`config.mk`:
```
export PLATFORM = sky130hd
export DESIGN_NAME = dmbu_unit
export DESIGN_NICKNAME = d
export VERILOG_FILES = /design/src/core/dmbu_pkg.sv /design/src/core/dmbu_unit.sv
export SDC_FILE = /design/constraint.sdc
export NUM_CORES = 2
export LEC_CHECK = 0
export BUFFER_PORTS_ARGS = -buffer_cell sky130_fd_sc_hd__clkbuf_2
export CORE_MARGIN = 5
export CORE_UTILIZATION = 60
export DETAILED_ROUTE_END_ITERATION = 8
export MAX_ROUTING_LAYER = met4
export PLACE_DENSITY_LB_ADDON = 0.2
export SYNTH_ARGS = -nofsm -noshare
export SYNTH_HDL_FRONTEND = slang
export SYNTH_SLANG_ARGS = --single-unit
```
`constraint.sdc`:
```
create_clock -name sys_clk -period 6.4 [get_ports sys_clk]
set_clock_uncertainty 0.2 [all_clocks]
set_input_delay 0.32 -clock sys_clk [delete_from_list [all_inputs] [get_ports sys_clk]]
set_output_delay 0.32 -clock sys_clk [all_outputs]
set_load 0.1 [all_outputs]
```
`src/core/dmbu_pkg.sv`:
```
// Purpose: Shared constants and types of the debug mode and breakpoint unit
// Assumes: 32-bit AHB-Lite register words, 4-bit test instruction register
// Notes: Offsets are byte addresses on the register bus
`default_nettype none
package dmbu_pkg;
    // ********************************
    // Register map
    // ********************************
    localparam logic [7:0] ADR_CTRL = 8'h00;
    localparam logic [7:0] ADR_RET = 8'h04;
    localparam logic [7:0] ADR_SCR = 8'h08;
    localparam logic [7:0] ADR_IST = 8'h0C;
    localparam logic [7:0] ADR_ICLR = 8'h10;
    localparam logic [7:0] ADR_IEN = 8'h14;
    localparam logic [7:0] ADR_BPCFG = 8'h18;
    localparam int ADR_IB_BASE = 'h40;
    localparam int IB_STRIDE = 'h10;
    localparam int ADR_DB_BASE = 'h80;
    localparam int DB_STRIDE = 'h20;
    localparam int OFS_ADDR = 'h0;
    localparam int OFS_AMASK = 'h4;
    localparam int OFS_BCTRL = 'h8;
    localparam int OFS_VAL = 'hC;
    localparam int OFS_VMASK = 'h10;
    // ********************************
    // Field layout
    // ********************************
    localparam int CTRL_SSTEP_BIT = 0;
    localparam int CTRL_CAUSE_LSB = 1;
    localparam int CTRL_DM_BIT = 30;
    localparam int CTRL_BRK_BIT = 31;
    localparam int CAUSE_W = 4;
    localparam int CAUSE_SS = 0;
    localparam int CAUSE_IB = 1;
    localparam int CAUSE_DB = 2;
    localparam int CAUSE_JT = 3;
    localparam int BPC_EN = 0;
    localparam int BPC_ADDRESS_SPACE_ID_USE = 1;
    localparam int BPC_LOAD = 2;
    localparam int BPC_STORE = 3;
    localparam int BPC_VAL_USE = 4;
    localparam int BPC_ADDRESS_SPACE_ID_LSB = 8;
    localparam int BPC_W = 16;
    localparam int ADDRESS_SPACE_ID_W = 8;
    localparam int EV_ENTER = 0;
    localparam int EV_EXIT = 1;
    localparam int EV_JTAG = 2;
    localparam int EV_W = 3;
    localparam int MAX_IB = 4;
    localparam int MAX_DB = 2;
    // ********************************
    // Test access port
    // ********************************
    localparam int IR_W = 4;
    localparam logic [3:0] IR_IDCODE = 4'h1;
    localparam logic [3:0] IR_CTRL = 4'h8;
    localparam logic [3:0] IR_RET = 4'h9;
    localparam logic [3:0] IR_SCR = 4'hA;
    localparam logic [3:0] IR_BYPASS = 4'hF;
    localparam logic [3:0] IR_CAPTURE = 4'h1;
    typedef enum logic [15:0] {
        TAP_RESET = 16'h0001, TAP_IDLE = 16'h0002, TAP_SEL_DR = 16'h0004,
        TAP_CAP_DR = 16'h0008, TAP_SHIFT_DR = 16'h0010, TAP_EXIT1_DR = 16'h0020,
        TAP_PAUSE_DR = 16'h0040, TAP_EXIT2_DR = 16'h0080, TAP_UPD_DR = 16'h0100,
        TAP_SEL_IR = 16'h0200, TAP_CAP_IR = 16'h0400, TAP_SHIFT_IR = 16'h0800,
        TAP_EXIT1_IR = 16'h1000, TAP_PAUSE_IR = 16'h2000, TAP_EXIT2_IR = 16'h4000,
        TAP_UPD_IR = 16'h8000
    } dmbu_tap_t;
endpackage : dmbu_pkg
`default_nettype wire

```
`src/core/dmbu_unit.sv`:
```
// Purpose: Debug mode, debug registers, breakpoints and test access port
// Assumes: Core strobes are on sys_clk; tck, tms and tdi are asynchronous pins
// Notes: Rules listed below
//
// The AHB-Lite interface to the registers and the address map were decided locally.
`timescale 1ns/1ps
`default_nettype none
module dmbu_unit #(
    parameter int BP_OPTION = 2,
    parameter logic [31:0] IDCODE_VAL = 32'h0000_0001
) (
    // Clock and reset
    input wire logic sys_clk,
    input wire logic rst_n,
    // AHB-Lite slave
    input wire logic hsel,
    input wire logic [31:0] haddr,
    input wire logic [1:0] htrans,
    input wire logic hwrite,
    input wire logic [2:0] hsize,
    input wire logic [31:0] hwdata,
    input wire logic hready,
    output logic hreadyout,
    output logic hresp,
    output logic [31:0] hrdata,
    // Core fetch and load/store
    input wire logic fetch_valid,
    input wire logic [31:0] fetch_addr,
    input wire logic [dmbu_pkg::ADDRESS_SPACE_ID_W-1:0] address_space_id,
    input wire logic ls_valid,
    input wire logic ls_store,
    input wire logic [31:0] ls_addr,
    input wire logic [31:0] ls_value,
    input wire logic [31:0] ls_pc,
    input wire logic instr_retire,
    input wire logic [31:0] next_pc,
    input wire logic debug_return_instr,
    // Core control
    output logic debug_exc,
    output logic debug_mode_out,
    output logic pc_load,
    output logic [31:0] resume_pc,
    // Test access port
    input wire logic tck,
    input wire logic tms,
    input wire logic tdi,
    output logic tdo,
    output logic tdo_oe_n,
    // Interrupt
    output logic irq
);
    import dmbu_pkg::*;

    // ********************************
    // Build option
    // ********************************
    // breakpoint count choice
    localparam int NUM_IB = (BP_OPTION == 2) ? 4 : ((BP_OPTION == 1) ? 2 : 0);
    localparam int NUM_DB = (BP_OPTION == 2) ? 2 : ((BP_OPTION == 1) ? 1 : 0);

    // ********************************
    // State
    // ********************************
    typedef struct packed {
        logic tck_s1;
        logic tck_s2;
        logic tck_d;
        logic tms_s1;
        logic tms_s2;
        logic tdi_s1;
        logic tdi_s2;
        dmbu_tap_t tap;
        logic [IR_W-1:0] ir;
        logic [IR_W-1:0] ir_sh;
        logic [31:0] dr_sh;
        logic tdo;
        logic tdo_drv;
        logic dm;
        logic sstep;
        logic [CAUSE_W-1:0] cause;
        logic [31:0] ret_addr;
        logic [31:0] scratch;
        logic [EV_W-1:0] ist;
        logic [EV_W-1:0] ien;
        logic [MAX_IB-1:0][31:0] ib_addr;
        logic [MAX_IB-1:0][31:0] ib_mask;
        logic [MAX_IB-1:0][BPC_W-1:0] ib_ctrl;
        logic [MAX_DB-1:0][31:0] db_addr;
        logic [MAX_DB-1:0][31:0] db_amask;
        logic [MAX_DB-1:0][31:0] db_val;
        logic [MAX_DB-1:0][31:0] db_vmask;
        logic [MAX_DB-1:0][BPC_W-1:0] db_ctrl;
        logic exc;
        logic pc_load;
        logic [31:0] resume_pc;
        logic dph;
        logic dph_wr;
        logic rd_done;
        logic [7:0] dph_addr;
        logic [31:0] hrdata;
    } dmbu_state_t;

    dmbu_state_t st_r;
    dmbu_state_t st_nxt;

    // ********************************
    // Functions
    // ********************************
    // masked bits ignored
    function automatic logic masked_eq(logic [31:0] a, logic [31:0] b, logic [31:0] m);
        masked_eq = ((a ^ b) & ~m) == 32'h0000_0000;
    endfunction : masked_eq

    function automatic logic [7:0] bp_adr(int base, int stride, int idx, int ofs);
        bp_adr = 8'(base + stride * idx + ofs);
    endfunction : bp_adr

    function automatic logic [31:0] ctrl_word(dmbu_state_t s);
        logic [31:0] v;
        v = 32'h0000_0000;
        v[CTRL_SSTEP_BIT] = s.sstep;
        v[CTRL_CAUSE_LSB +: CAUSE_W] = s.cause;
        v[CTRL_DM_BIT] = s.dm;
        ctrl_word = v;
    endfunction : ctrl_word

    function automatic logic address_space_id_ok(logic [BPC_W-1:0] c, logic [ADDRESS_SPACE_ID_W-1:0] id);
        address_space_id_ok = !c[BPC_ADDRESS_SPACE_ID_USE] || (c[BPC_ADDRESS_SPACE_ID_LSB +: ADDRESS_SPACE_ID_W] == id);
    endfunction : address_space_id_ok

    function automatic logic [31:0] rd_word(dmbu_state_t s, logic [7:0] a);
        logic [31:0] v;
        v = 32'h0000_0000;
        if (a == ADR_CTRL) begin
            v = ctrl_word(s);
        end else if (a == ADR_RET) begin
            v = s.ret_addr;
        end else if (a == ADR_SCR) begin
            v = s.scratch;
        end else if (a == ADR_IST) begin
            v[EV_W-1:0] = s.ist;
        end else if (a == ADR_IEN) begin
            v[EV_W-1:0] = s.ien;
        end else if (a == ADR_BPCFG) begin
            v[3:0] = 4'(NUM_IB);
            v[7:4] = 4'(NUM_DB);
        end
        for (int i = 0; i < NUM_IB; i++) begin
            if (a == bp_adr(ADR_IB_BASE, IB_STRIDE, i, OFS_ADDR)) begin
                v = s.ib_addr[i];
            end
            if (a == bp_adr(ADR_IB_BASE, IB_STRIDE, i, OFS_AMASK)) begin
                v = s.ib_mask[i];
            end
            if (a == bp_adr(ADR_IB_BASE, IB_STRIDE, i, OFS_BCTRL)) begin
                v = {16'h0000, s.ib_ctrl[i]};
            end
        end
        for (int i = 0; i < NUM_DB; i++) begin
            if (a == bp_adr(ADR_DB_BASE, DB_STRIDE, i, OFS_ADDR)) begin
                v = s.db_addr[i];
            end
            if (a == bp_adr(ADR_DB_BASE, DB_STRIDE, i, OFS_AMASK)) begin
                v = s.db_amask[i];
            end
            if (a == bp_adr(ADR_DB_BASE, DB_STRIDE, i, OFS_BCTRL)) begin
                v = {16'h0000, s.db_ctrl[i]};
            end
            if (a == bp_adr(ADR_DB_BASE, DB_STRIDE, i, OFS_VAL)) begin
                v = s.db_val[i];
            end
            if (a == bp_adr(ADR_DB_BASE, DB_STRIDE, i, OFS_VMASK)) begin
                v = s.db_vmask[i];
            end
        end
        rd_word = v;
    endfunction : rd_word

    function automatic dmbu_tap_t tap_next(dmbu_tap_t t, logic m);
        unique case (t)
            TAP_RESET: tap_next = m ? TAP_RESET : TAP_IDLE;
            TAP_IDLE: tap_next = m ? TAP_SEL_DR : TAP_IDLE;
            TAP_SEL_DR: tap_next = m ? TAP_SEL_IR : TAP_CAP_DR;
            TAP_CAP_DR: tap_next = m ? TAP_EXIT1_DR : TAP_SHIFT_DR;
            TAP_SHIFT_DR: tap_next = m ? TAP_EXIT1_DR : TAP_SHIFT_DR;
            TAP_EXIT1_DR: tap_next = m ? TAP_UPD_DR : TAP_PAUSE_DR;
            TAP_PAUSE_DR: tap_next = m ? TAP_EXIT2_DR : TAP_PAUSE_DR;
            TAP_EXIT2_DR: tap_next = m ? TAP_UPD_DR : TAP_SHIFT_DR;
            TAP_UPD_DR: tap_next = m ? TAP_SEL_DR : TAP_IDLE;
            TAP_SEL_IR: tap_next = m ? TAP_RESET : TAP_CAP_IR;
            TAP_CAP_IR: tap_next = m ? TAP_EXIT1_IR : TAP_SHIFT_IR;
            TAP_SHIFT_IR: tap_next = m ? TAP_EXIT1_IR : TAP_SHIFT_IR;
            TAP_EXIT1_IR: tap_next = m ? TAP_UPD_IR : TAP_PAUSE_IR;
            TAP_PAUSE_IR: tap_next = m ? TAP_EXIT2_IR : TAP_PAUSE_IR;
            TAP_EXIT2_IR: tap_next = m ? TAP_UPD_IR : TAP_SHIFT_IR;
            TAP_UPD_IR: tap_next = m ? TAP_SEL_DR : TAP_IDLE;
            default: tap_next = TAP_RESET;
        endcase
    endfunction : tap_next

    // ********************************
    // Next state
    // ********************************
    always_comb begin
        logic rise;
        logic fall;
        logic brk_req;
        logic ib_hit;
        logic db_hit;
        logic ss_hit;
        logic [EV_W-1:0] ev;
        logic [EV_W-1:0] clr;
        logic [31:0] w;
        logic [7:0] a;
        rise = 1'b0;
        fall = 1'b0;
        brk_req = 1'b0;
        ib_hit = 1'b0;
        db_hit = 1'b0;
        ss_hit = 1'b0;
        ev = '0;
        clr = '0;
        w = hwdata;
        a = st_r.dph_addr;
        st_nxt = st_r;
        st_nxt.exc = 1'b0;
        st_nxt.pc_load = 1'b0;
        // Pin synchronisers
        st_nxt.tck_s1 = tck;
        st_nxt.tck_s2 = st_r.tck_s1;
        st_nxt.tck_d = st_r.tck_s2;
        st_nxt.tms_s1 = tms;
        st_nxt.tms_s2 = st_r.tms_s1;
        st_nxt.tdi_s1 = tdi;
        st_nxt.tdi_s2 = st_r.tdi_s1;
        rise = st_r.tck_s2 && !st_r.tck_d;
        fall = !st_r.tck_s2 && st_r.tck_d;
        if (rise) begin
            st_nxt.tap = tap_next(st_r.tap, st_r.tms_s2);
            unique case (st_r.tap)
                TAP_RESET: st_nxt.ir = IR_IDCODE;
                TAP_CAP_IR: st_nxt.ir_sh = IR_CAPTURE;
                TAP_SHIFT_IR: st_nxt.ir_sh = {st_r.tdi_s2, st_r.ir_sh[IR_W-1:1]};
                TAP_UPD_IR: st_nxt.ir = st_r.ir_sh;
                TAP_CAP_DR: begin
                    unique case (st_r.ir)
                        IR_IDCODE: st_nxt.dr_sh = IDCODE_VAL;
                        IR_CTRL: st_nxt.dr_sh = ctrl_word(st_r);
                        IR_RET: st_nxt.dr_sh = st_r.ret_addr;
                        IR_SCR: st_nxt.dr_sh = st_r.scratch;
                        default: st_nxt.dr_sh = 32'h0000_0000;
                    endcase
                end
                TAP_SHIFT_DR: begin
                    if (st_r.ir == IR_IDCODE || st_r.ir == IR_CTRL ||
                        st_r.ir == IR_RET || st_r.ir == IR_SCR) begin
                        st_nxt.dr_sh = {st_r.tdi_s2, st_r.dr_sh[31:1]};
                    end else begin
                        st_nxt.dr_sh = {31'h0000_0000, st_r.tdi_s2};
                    end
                end
                TAP_UPD_DR: begin
                    if (st_r.ir == IR_CTRL) begin
                        st_nxt.sstep = st_r.dr_sh[CTRL_SSTEP_BIT];
                        brk_req = st_r.dr_sh[CTRL_BRK_BIT];
                        ev[EV_JTAG] = 1'b1;
                    end else if (st_r.ir == IR_RET) begin
                        st_nxt.ret_addr = st_r.dr_sh;
                        ev[EV_JTAG] = 1'b1;
                    end else if (st_r.ir == IR_SCR) begin
                        st_nxt.scratch = st_r.dr_sh;
                        ev[EV_JTAG] = 1'b1;
                    end
                end
                default: begin
                end
            endcase
        end
        if (fall) begin
            st_nxt.tdo = (st_r.tap == TAP_SHIFT_IR) ? st_r.ir_sh[0] : st_r.dr_sh[0];
            st_nxt.tdo_drv = (st_r.tap == TAP_SHIFT_IR) || (st_r.tap == TAP_SHIFT_DR);
        end
        // Bus data phase
        if (st_r.dph && st_r.dph_wr) begin
            if (a == ADR_CTRL) begin
                st_nxt.sstep = w[CTRL_SSTEP_BIT];
                brk_req = brk_req || w[CTRL_BRK_BIT];
            end else if (a == ADR_RET) begin
                st_nxt.ret_addr = w;
            end else if (a == ADR_SCR) begin
                st_nxt.scratch = w;
            end else if (a == ADR_ICLR) begin
                clr = w[EV_W-1:0];
            end else if (a == ADR_IEN) begin
                st_nxt.ien = w[EV_W-1:0];
            end
            for (int i = 0; i < NUM_IB; i++) begin
                if (a == bp_adr(ADR_IB_BASE, IB_STRIDE, i, OFS_ADDR)) begin
                    st_nxt.ib_addr[i] = w;
                end
                if (a == bp_adr(ADR_IB_BASE, IB_STRIDE, i, OFS_AMASK)) begin
                    st_nxt.ib_mask[i] = w;
                end
                if (a == bp_adr(ADR_IB_BASE, IB_STRIDE, i, OFS_BCTRL)) begin
                    st_nxt.ib_ctrl[i] = w[BPC_W-1:0];
                end
            end
            for (int i = 0; i < NUM_DB; i++) begin
                if (a == bp_adr(ADR_DB_BASE, DB_STRIDE, i, OFS_ADDR)) begin
                    st_nxt.db_addr[i] = w;
                end
                if (a == bp_adr(ADR_DB_BASE, DB_STRIDE, i, OFS_AMASK)) begin
                    st_nxt.db_amask[i] = w;
                end
                if (a == bp_adr(ADR_DB_BASE, DB_STRIDE, i, OFS_BCTRL)) begin
                    st_nxt.db_ctrl[i] = w[BPC_W-1:0];
                end
                if (a == bp_adr(ADR_DB_BASE, DB_STRIDE, i, OFS_VAL)) begin
                    st_nxt.db_val[i] = w;
                end
                if (a == bp_adr(ADR_DB_BASE, DB_STRIDE, i, OFS_VMASK)) begin
                    st_nxt.db_vmask[i] = w;
                end
            end
        end
        if (st_r.dph && !st_r.dph_wr && !st_r.rd_done) begin
            st_nxt.hrdata = rd_word(st_r, a);
            st_nxt.rd_done = 1'b1;
        end
        if (hready) begin
            st_nxt.dph = hsel && htrans[1];
            st_nxt.dph_wr = hwrite;
            st_nxt.dph_addr = {haddr[7:2], 2'b00};
            st_nxt.rd_done = 1'b0;
        end
        // Breakpoint compare
        for (int i = 0; i < NUM_IB; i++) begin
            if (fetch_valid && st_r.ib_ctrl[i][BPC_EN] &&
                masked_eq(fetch_addr, st_r.ib_addr[i], st_r.ib_mask[i]) &&
                address_space_id_ok(st_r.ib_ctrl[i], address_space_id)) begin
                ib_hit = 1'b1;
            end
        end
        for (int i = 0; i < NUM_DB; i++) begin
            if (ls_valid && st_r.db_ctrl[i][BPC_EN] &&
                (ls_store ? st_r.db_ctrl[i][BPC_STORE] : st_r.db_ctrl[i][BPC_LOAD]) &&
                masked_eq(ls_addr, st_r.db_addr[i], st_r.db_amask[i]) &&
                address_space_id_ok(st_r.db_ctrl[i], address_space_id) &&
                (!st_r.db_ctrl[i][BPC_VAL_USE] ||
                 masked_eq(ls_value, st_r.db_val[i], st_r.db_vmask[i]))) begin
                db_hit = 1'b1;
            end
        end
        ss_hit = st_r.sstep && instr_retire;
        // Debug mode entry and exit
        if (st_r.dm) begin
            if (debug_return_instr) begin
                st_nxt.dm = 1'b0;
                st_nxt.pc_load = 1'b1;
                st_nxt.resume_pc = st_r.ret_addr;
                ev[EV_EXIT] = 1'b1;
            end
        end else if (ib_hit || db_hit || ss_hit || brk_req) begin
            st_nxt.dm = 1'b1;
            st_nxt.exc = 1'b1;
            st_nxt.cause = '0;
            st_nxt.cause[CAUSE_SS] = ss_hit;
            st_nxt.cause[CAUSE_IB] = ib_hit;
            st_nxt.cause[CAUSE_DB] = db_hit;
            st_nxt.cause[CAUSE_JT] = brk_req;
            if (ib_hit) begin
                st_nxt.ret_addr = fetch_addr;
            end else if (db_hit) begin
                st_nxt.ret_addr = ls_pc;
            end else begin
                st_nxt.ret_addr = next_pc;
            end
            ev[EV_ENTER] = 1'b1;
        end
        // Sticky events, set beats clear
        st_nxt.ist = (st_r.ist & ~clr) | ev;
    end

    // ********************************
    // Registers
    // ********************************
    always_ff @(posedge sys_clk or negedge rst_n) begin
        if (!rst_n) begin
            st_r <= '0;
            st_r.tap <= TAP_RESET;
            st_r.ir <= IR_IDCODE;
        end else begin
            st_r <= st_nxt;
        end
    end

    // ********************************
    // Outputs
    // ********************************
    assign hreadyout = !(st_r.dph && !st_r.dph_wr && !st_r.rd_done);
    assign hresp = 1'b0;
    assign hrdata = st_r.hrdata;
    assign debug_exc = st_r.exc;
    assign debug_mode_out = st_r.dm;
    assign pc_load = st_r.pc_load;
    assign resume_pc = st_r.resume_pc;
    assign tdo = st_r.tdo;
    assign tdo_oe_n = !st_r.tdo_drv;
    assign irq = |(st_r.ist & st_r.ien);
endmodule : dmbu_unit
`default_nettype wire

```
==> impl_results.md <==
* DRC at 0
* DR iter-0 viols at 5824
* Routed wl met2 at roughly 70000 um
* Die Wd at 280 um
* First-pass detailed-route iteration total at 9
* Multi-input logic area at 0.0213 mm2
* CP endpoint kind: register
* Largest net degree at the start of global routing at around 170
* Register area at 0.0206 mm2
* GPL Wtd Cong at 1.02
* Final setup violation count at 0
* Power share of the clock group at between 30% and 40%
* Starting density of the core at 60.2%
* Max-slew headroom at between 15 and 20%
* Metal3 WL at approximately 22000 um
* Seq cells post-synth at 824
* Largest cells by area after synthesis: dfrtp_1 (47%), mux2_2 (17%), xnor2_1 (6.1%)
* Setup TNS at 0 ns
* Number of clock buffers inserted by TritonCTS at 88
* CP Data Required Time at 6.72 ns
* Fin crit period at between 4 and 5 ns
* Post-CTS sizing at 0
* Sw frac at 36.2%
* Routed vias at 36800
* P_leak at around 21 nW
* Fillers at 5596
* DR WL/cell at 31.1 um
* Grt total ovfl at 0
* WHS at 0.0301 ns
* Syn Std Cell Area at 0.0437 mm2
* Vias in the first global route at about 35000
* Power Internal at 0.0106 W
* Cells after synthesis at 4001
* CP arrival at 5.15 ns
* Final wirelength at between 150000 and 200000 um
* Max VDD drop at 0.328 mV
* Vias per cell at 7.06
* Average size of a mapped cell at roughly 11 um2
* Final Util at 68.3%
* Met1 WL at 61900 um
* Die Y at 280 um
* Total GRT Usage at 41.4%
* Post-CTS Repair Setup Buffers at 0
* Fin crit share at approximately three quarters
* Critical Path Source: st_r[626]
* # H-tree levels at 3
* Sw Pwr at 0.00598 W
* Num Clock Sinks at slightly above 800
* DRT antenna net count at 0
* First-pass GRT wire length at approximately 240000 um
* Final HPWL DP at 113000 um
* Crit path launch type: register
* # port buffers at 290
* Worst-path maximum fanout at 33
* # hold bufs at CTS at 112
* Number of synthesized flops with an enable pin at 0
* Cell Rows at 99
* Final Hold Viols at 0
* Status: finished clean
* Die area at between 0.07 and 0.08 mm2
* Ys async rst share at 100%
* RSZ-0062 raised after global routing: false
* Post-synthesis sequential area ratio at 47.2%
* Power density cells at 334 mW/mm2
* Worst slew pin tran at 1.24 ns
* Crit Path Class: register to register
* Clk pin slew, worst setup/hold paths at 0.06 ns
* Initial antenna violation count at 16
* Top layer used by detailed routing: met4
* Nets@finish at 4420
* Net count after synthesis at 4251
* Max-Cap Viols at 0
* Count of final max-slew check failures at 0
* Placed Cells at 4927
* Io pins at approximately 320
* Clk_lat worst skew at 0.65 ns
* CTS tree: done
* Finished Layout Cells at 5214
* Fmax at 0.207 GHz
* Predominant post-synthesis flop cell: dfrtp_1
* Share of the synthesized area in the top cell type at 47.0%
* Layout cells sized above 1 at 30.2%
* FF-to-FF Start: st_r[626]
* Clk root buf: clkbuf_16
* YS warnings at 0
* Core area at 0.0726 mm2
* Total power at roughly 0.017 W
* Worst hold-check path type: input port to register
* Hold path startpoint: fetch_addr[29]
* Sequential share of power at 41.3%
* Logic pwr share at 26.4%
* Area delta synth->final at 13.3%
* Synth unique cells at between 80 and 90
* Clk buf depth at 3
* Area leader, netlist: dfrtp_1
## routing by layer
metal	track usage [%]	vias up
met5	-	-
met4	16.8	0
met3	13.2	503
met2	58.6	2677
met1	56.0	18500
li1	-	15100
## metrics by stage
stage / worst slack [ns] / instance area (um2)
3_5_place_dp: 2.19 / 45400
5_1_grt: 1.47 / 49600
2_1_floorplan: 3.59 / 43700
4_1_cts: 1.88 / 49500
6_report: 1.57 / 49600
3_3_place_gp: 2.18 / 45400
## flip-flops by register name (all words and copies together), names as in the netlist
register and cells:
debug_exc 1, tdo 1, pc_load 1, hrdata 32, debug_mode_out 1, resume_pc 32, st_nxt 4, st_r 752
## synth_stat cells (6+ instances only)
master     count
o221ai_1      54
nand4b_1       6
nor2_1       225
o22ai_1      159
a222oi_1      22
dfrtp_1      822
a22oi_1      119
mux2_2       663
a221o_1       13
inv_1         21
mux2i_1       81
a31oi_1       74
nor4_1        30
nand3_1       45
nor3b_1       17
a2111oi_0     20
and3_1        14
buf_2         42
buf_4         65
nand2b_1      15
a41oi_1        6
o211ai_1      13
a21boi_0       6
nand2_1      276
a211oi_1      51
clkbuf_1     225
o21ai_0      120
a21oi_1      122
nor2b_1        7
nand4_1       33
or2_2          6
a22o_1        20
xnor2_1      307
nor3_1        54
buf_1         78
a221oi_1      41
a31o_2         8
o221ai_2      30
## critical path: stages (launching register included)
cell	delay, ns
dfrtp_1	0.40
xnor2_1	0.56
o22ai_1	0.18
nor4_1	0.60
nand4_1	0.33
o22ai_1	0.34
or2_2	0.17
buf_4	0.41
a211o_4	0.63
o221ai_2	0.20
dlygate4sd3_1	0.63
## area by class of cell
type	count	share of cell area, %
timing repair buffer	492	6.70
sequential	824	41.6
multi-input combinational	2743	43.0
clock inverter	26	0.694
clock buffer	132	5.35
antenna	17	0.0858
inverter	21	0.159
tap	959	2.42
## power by group through the flow
stage	logic, W	registers [W]	clock network [W]
finish	0.00437	0.00683	0.00535
global placement	0.00408	0.00683	0
CTS	0.00429	0.00676	0.00535
detailed placement	0.00414	0.00685	0
global route	0.00458	0.00686	0.00558
floorplan	0.00343	0.00650	0
## kinds of logic after synthesis
group	count (synthesis)	synth area share, %
AO/OA/AOI/OAI	921	15.0
flip-flops	824	47.2
AND/OR/NAND/NOR	767	8.20
multiplexers	745	19.0
buffers and inverters	434	4.45
XOR/XNOR	309	6.19
other	1	0.00857
## final timing paths
path                                      end  slack, ns  cells past startpoint
worst max-delay path                st_r[739]       1.57                     10
worst max register to register      st_r[739]       1.57                     10
worst min-delay path                st_r[752]       0.03                      3
max in group asynchronous           hrdata[0]       4.46                      3
min in group asynchronous       resume_pc[28]       0.06                      2
worst min register to register    st_nxt[823]       0.15                      0
## layout by cell type, fill, tap and decap left out, drive strengths merged, types with 17 or more instances in the layout
master / count
dfrtp: 822
mux2: 663
clkbuf: 421
xnor2: 307
nand2: 276
nor2: 226
o22ai: 159
a21oi: 122
o21ai: 122
a22oi: 119
dlygate4sd3: 112
buf: 91
o221ai: 84
mux2i: 81
a31oi: 74
nor3: 60
a211oi: 51
nand3: 46
a221oi: 41
nand4: 33
nor4: 31
inv: 24
a222oi: 22
a22o: 20
a2111oi: 20
nor3b: 18
diode: 17
(Power assumes the default switching activity.)
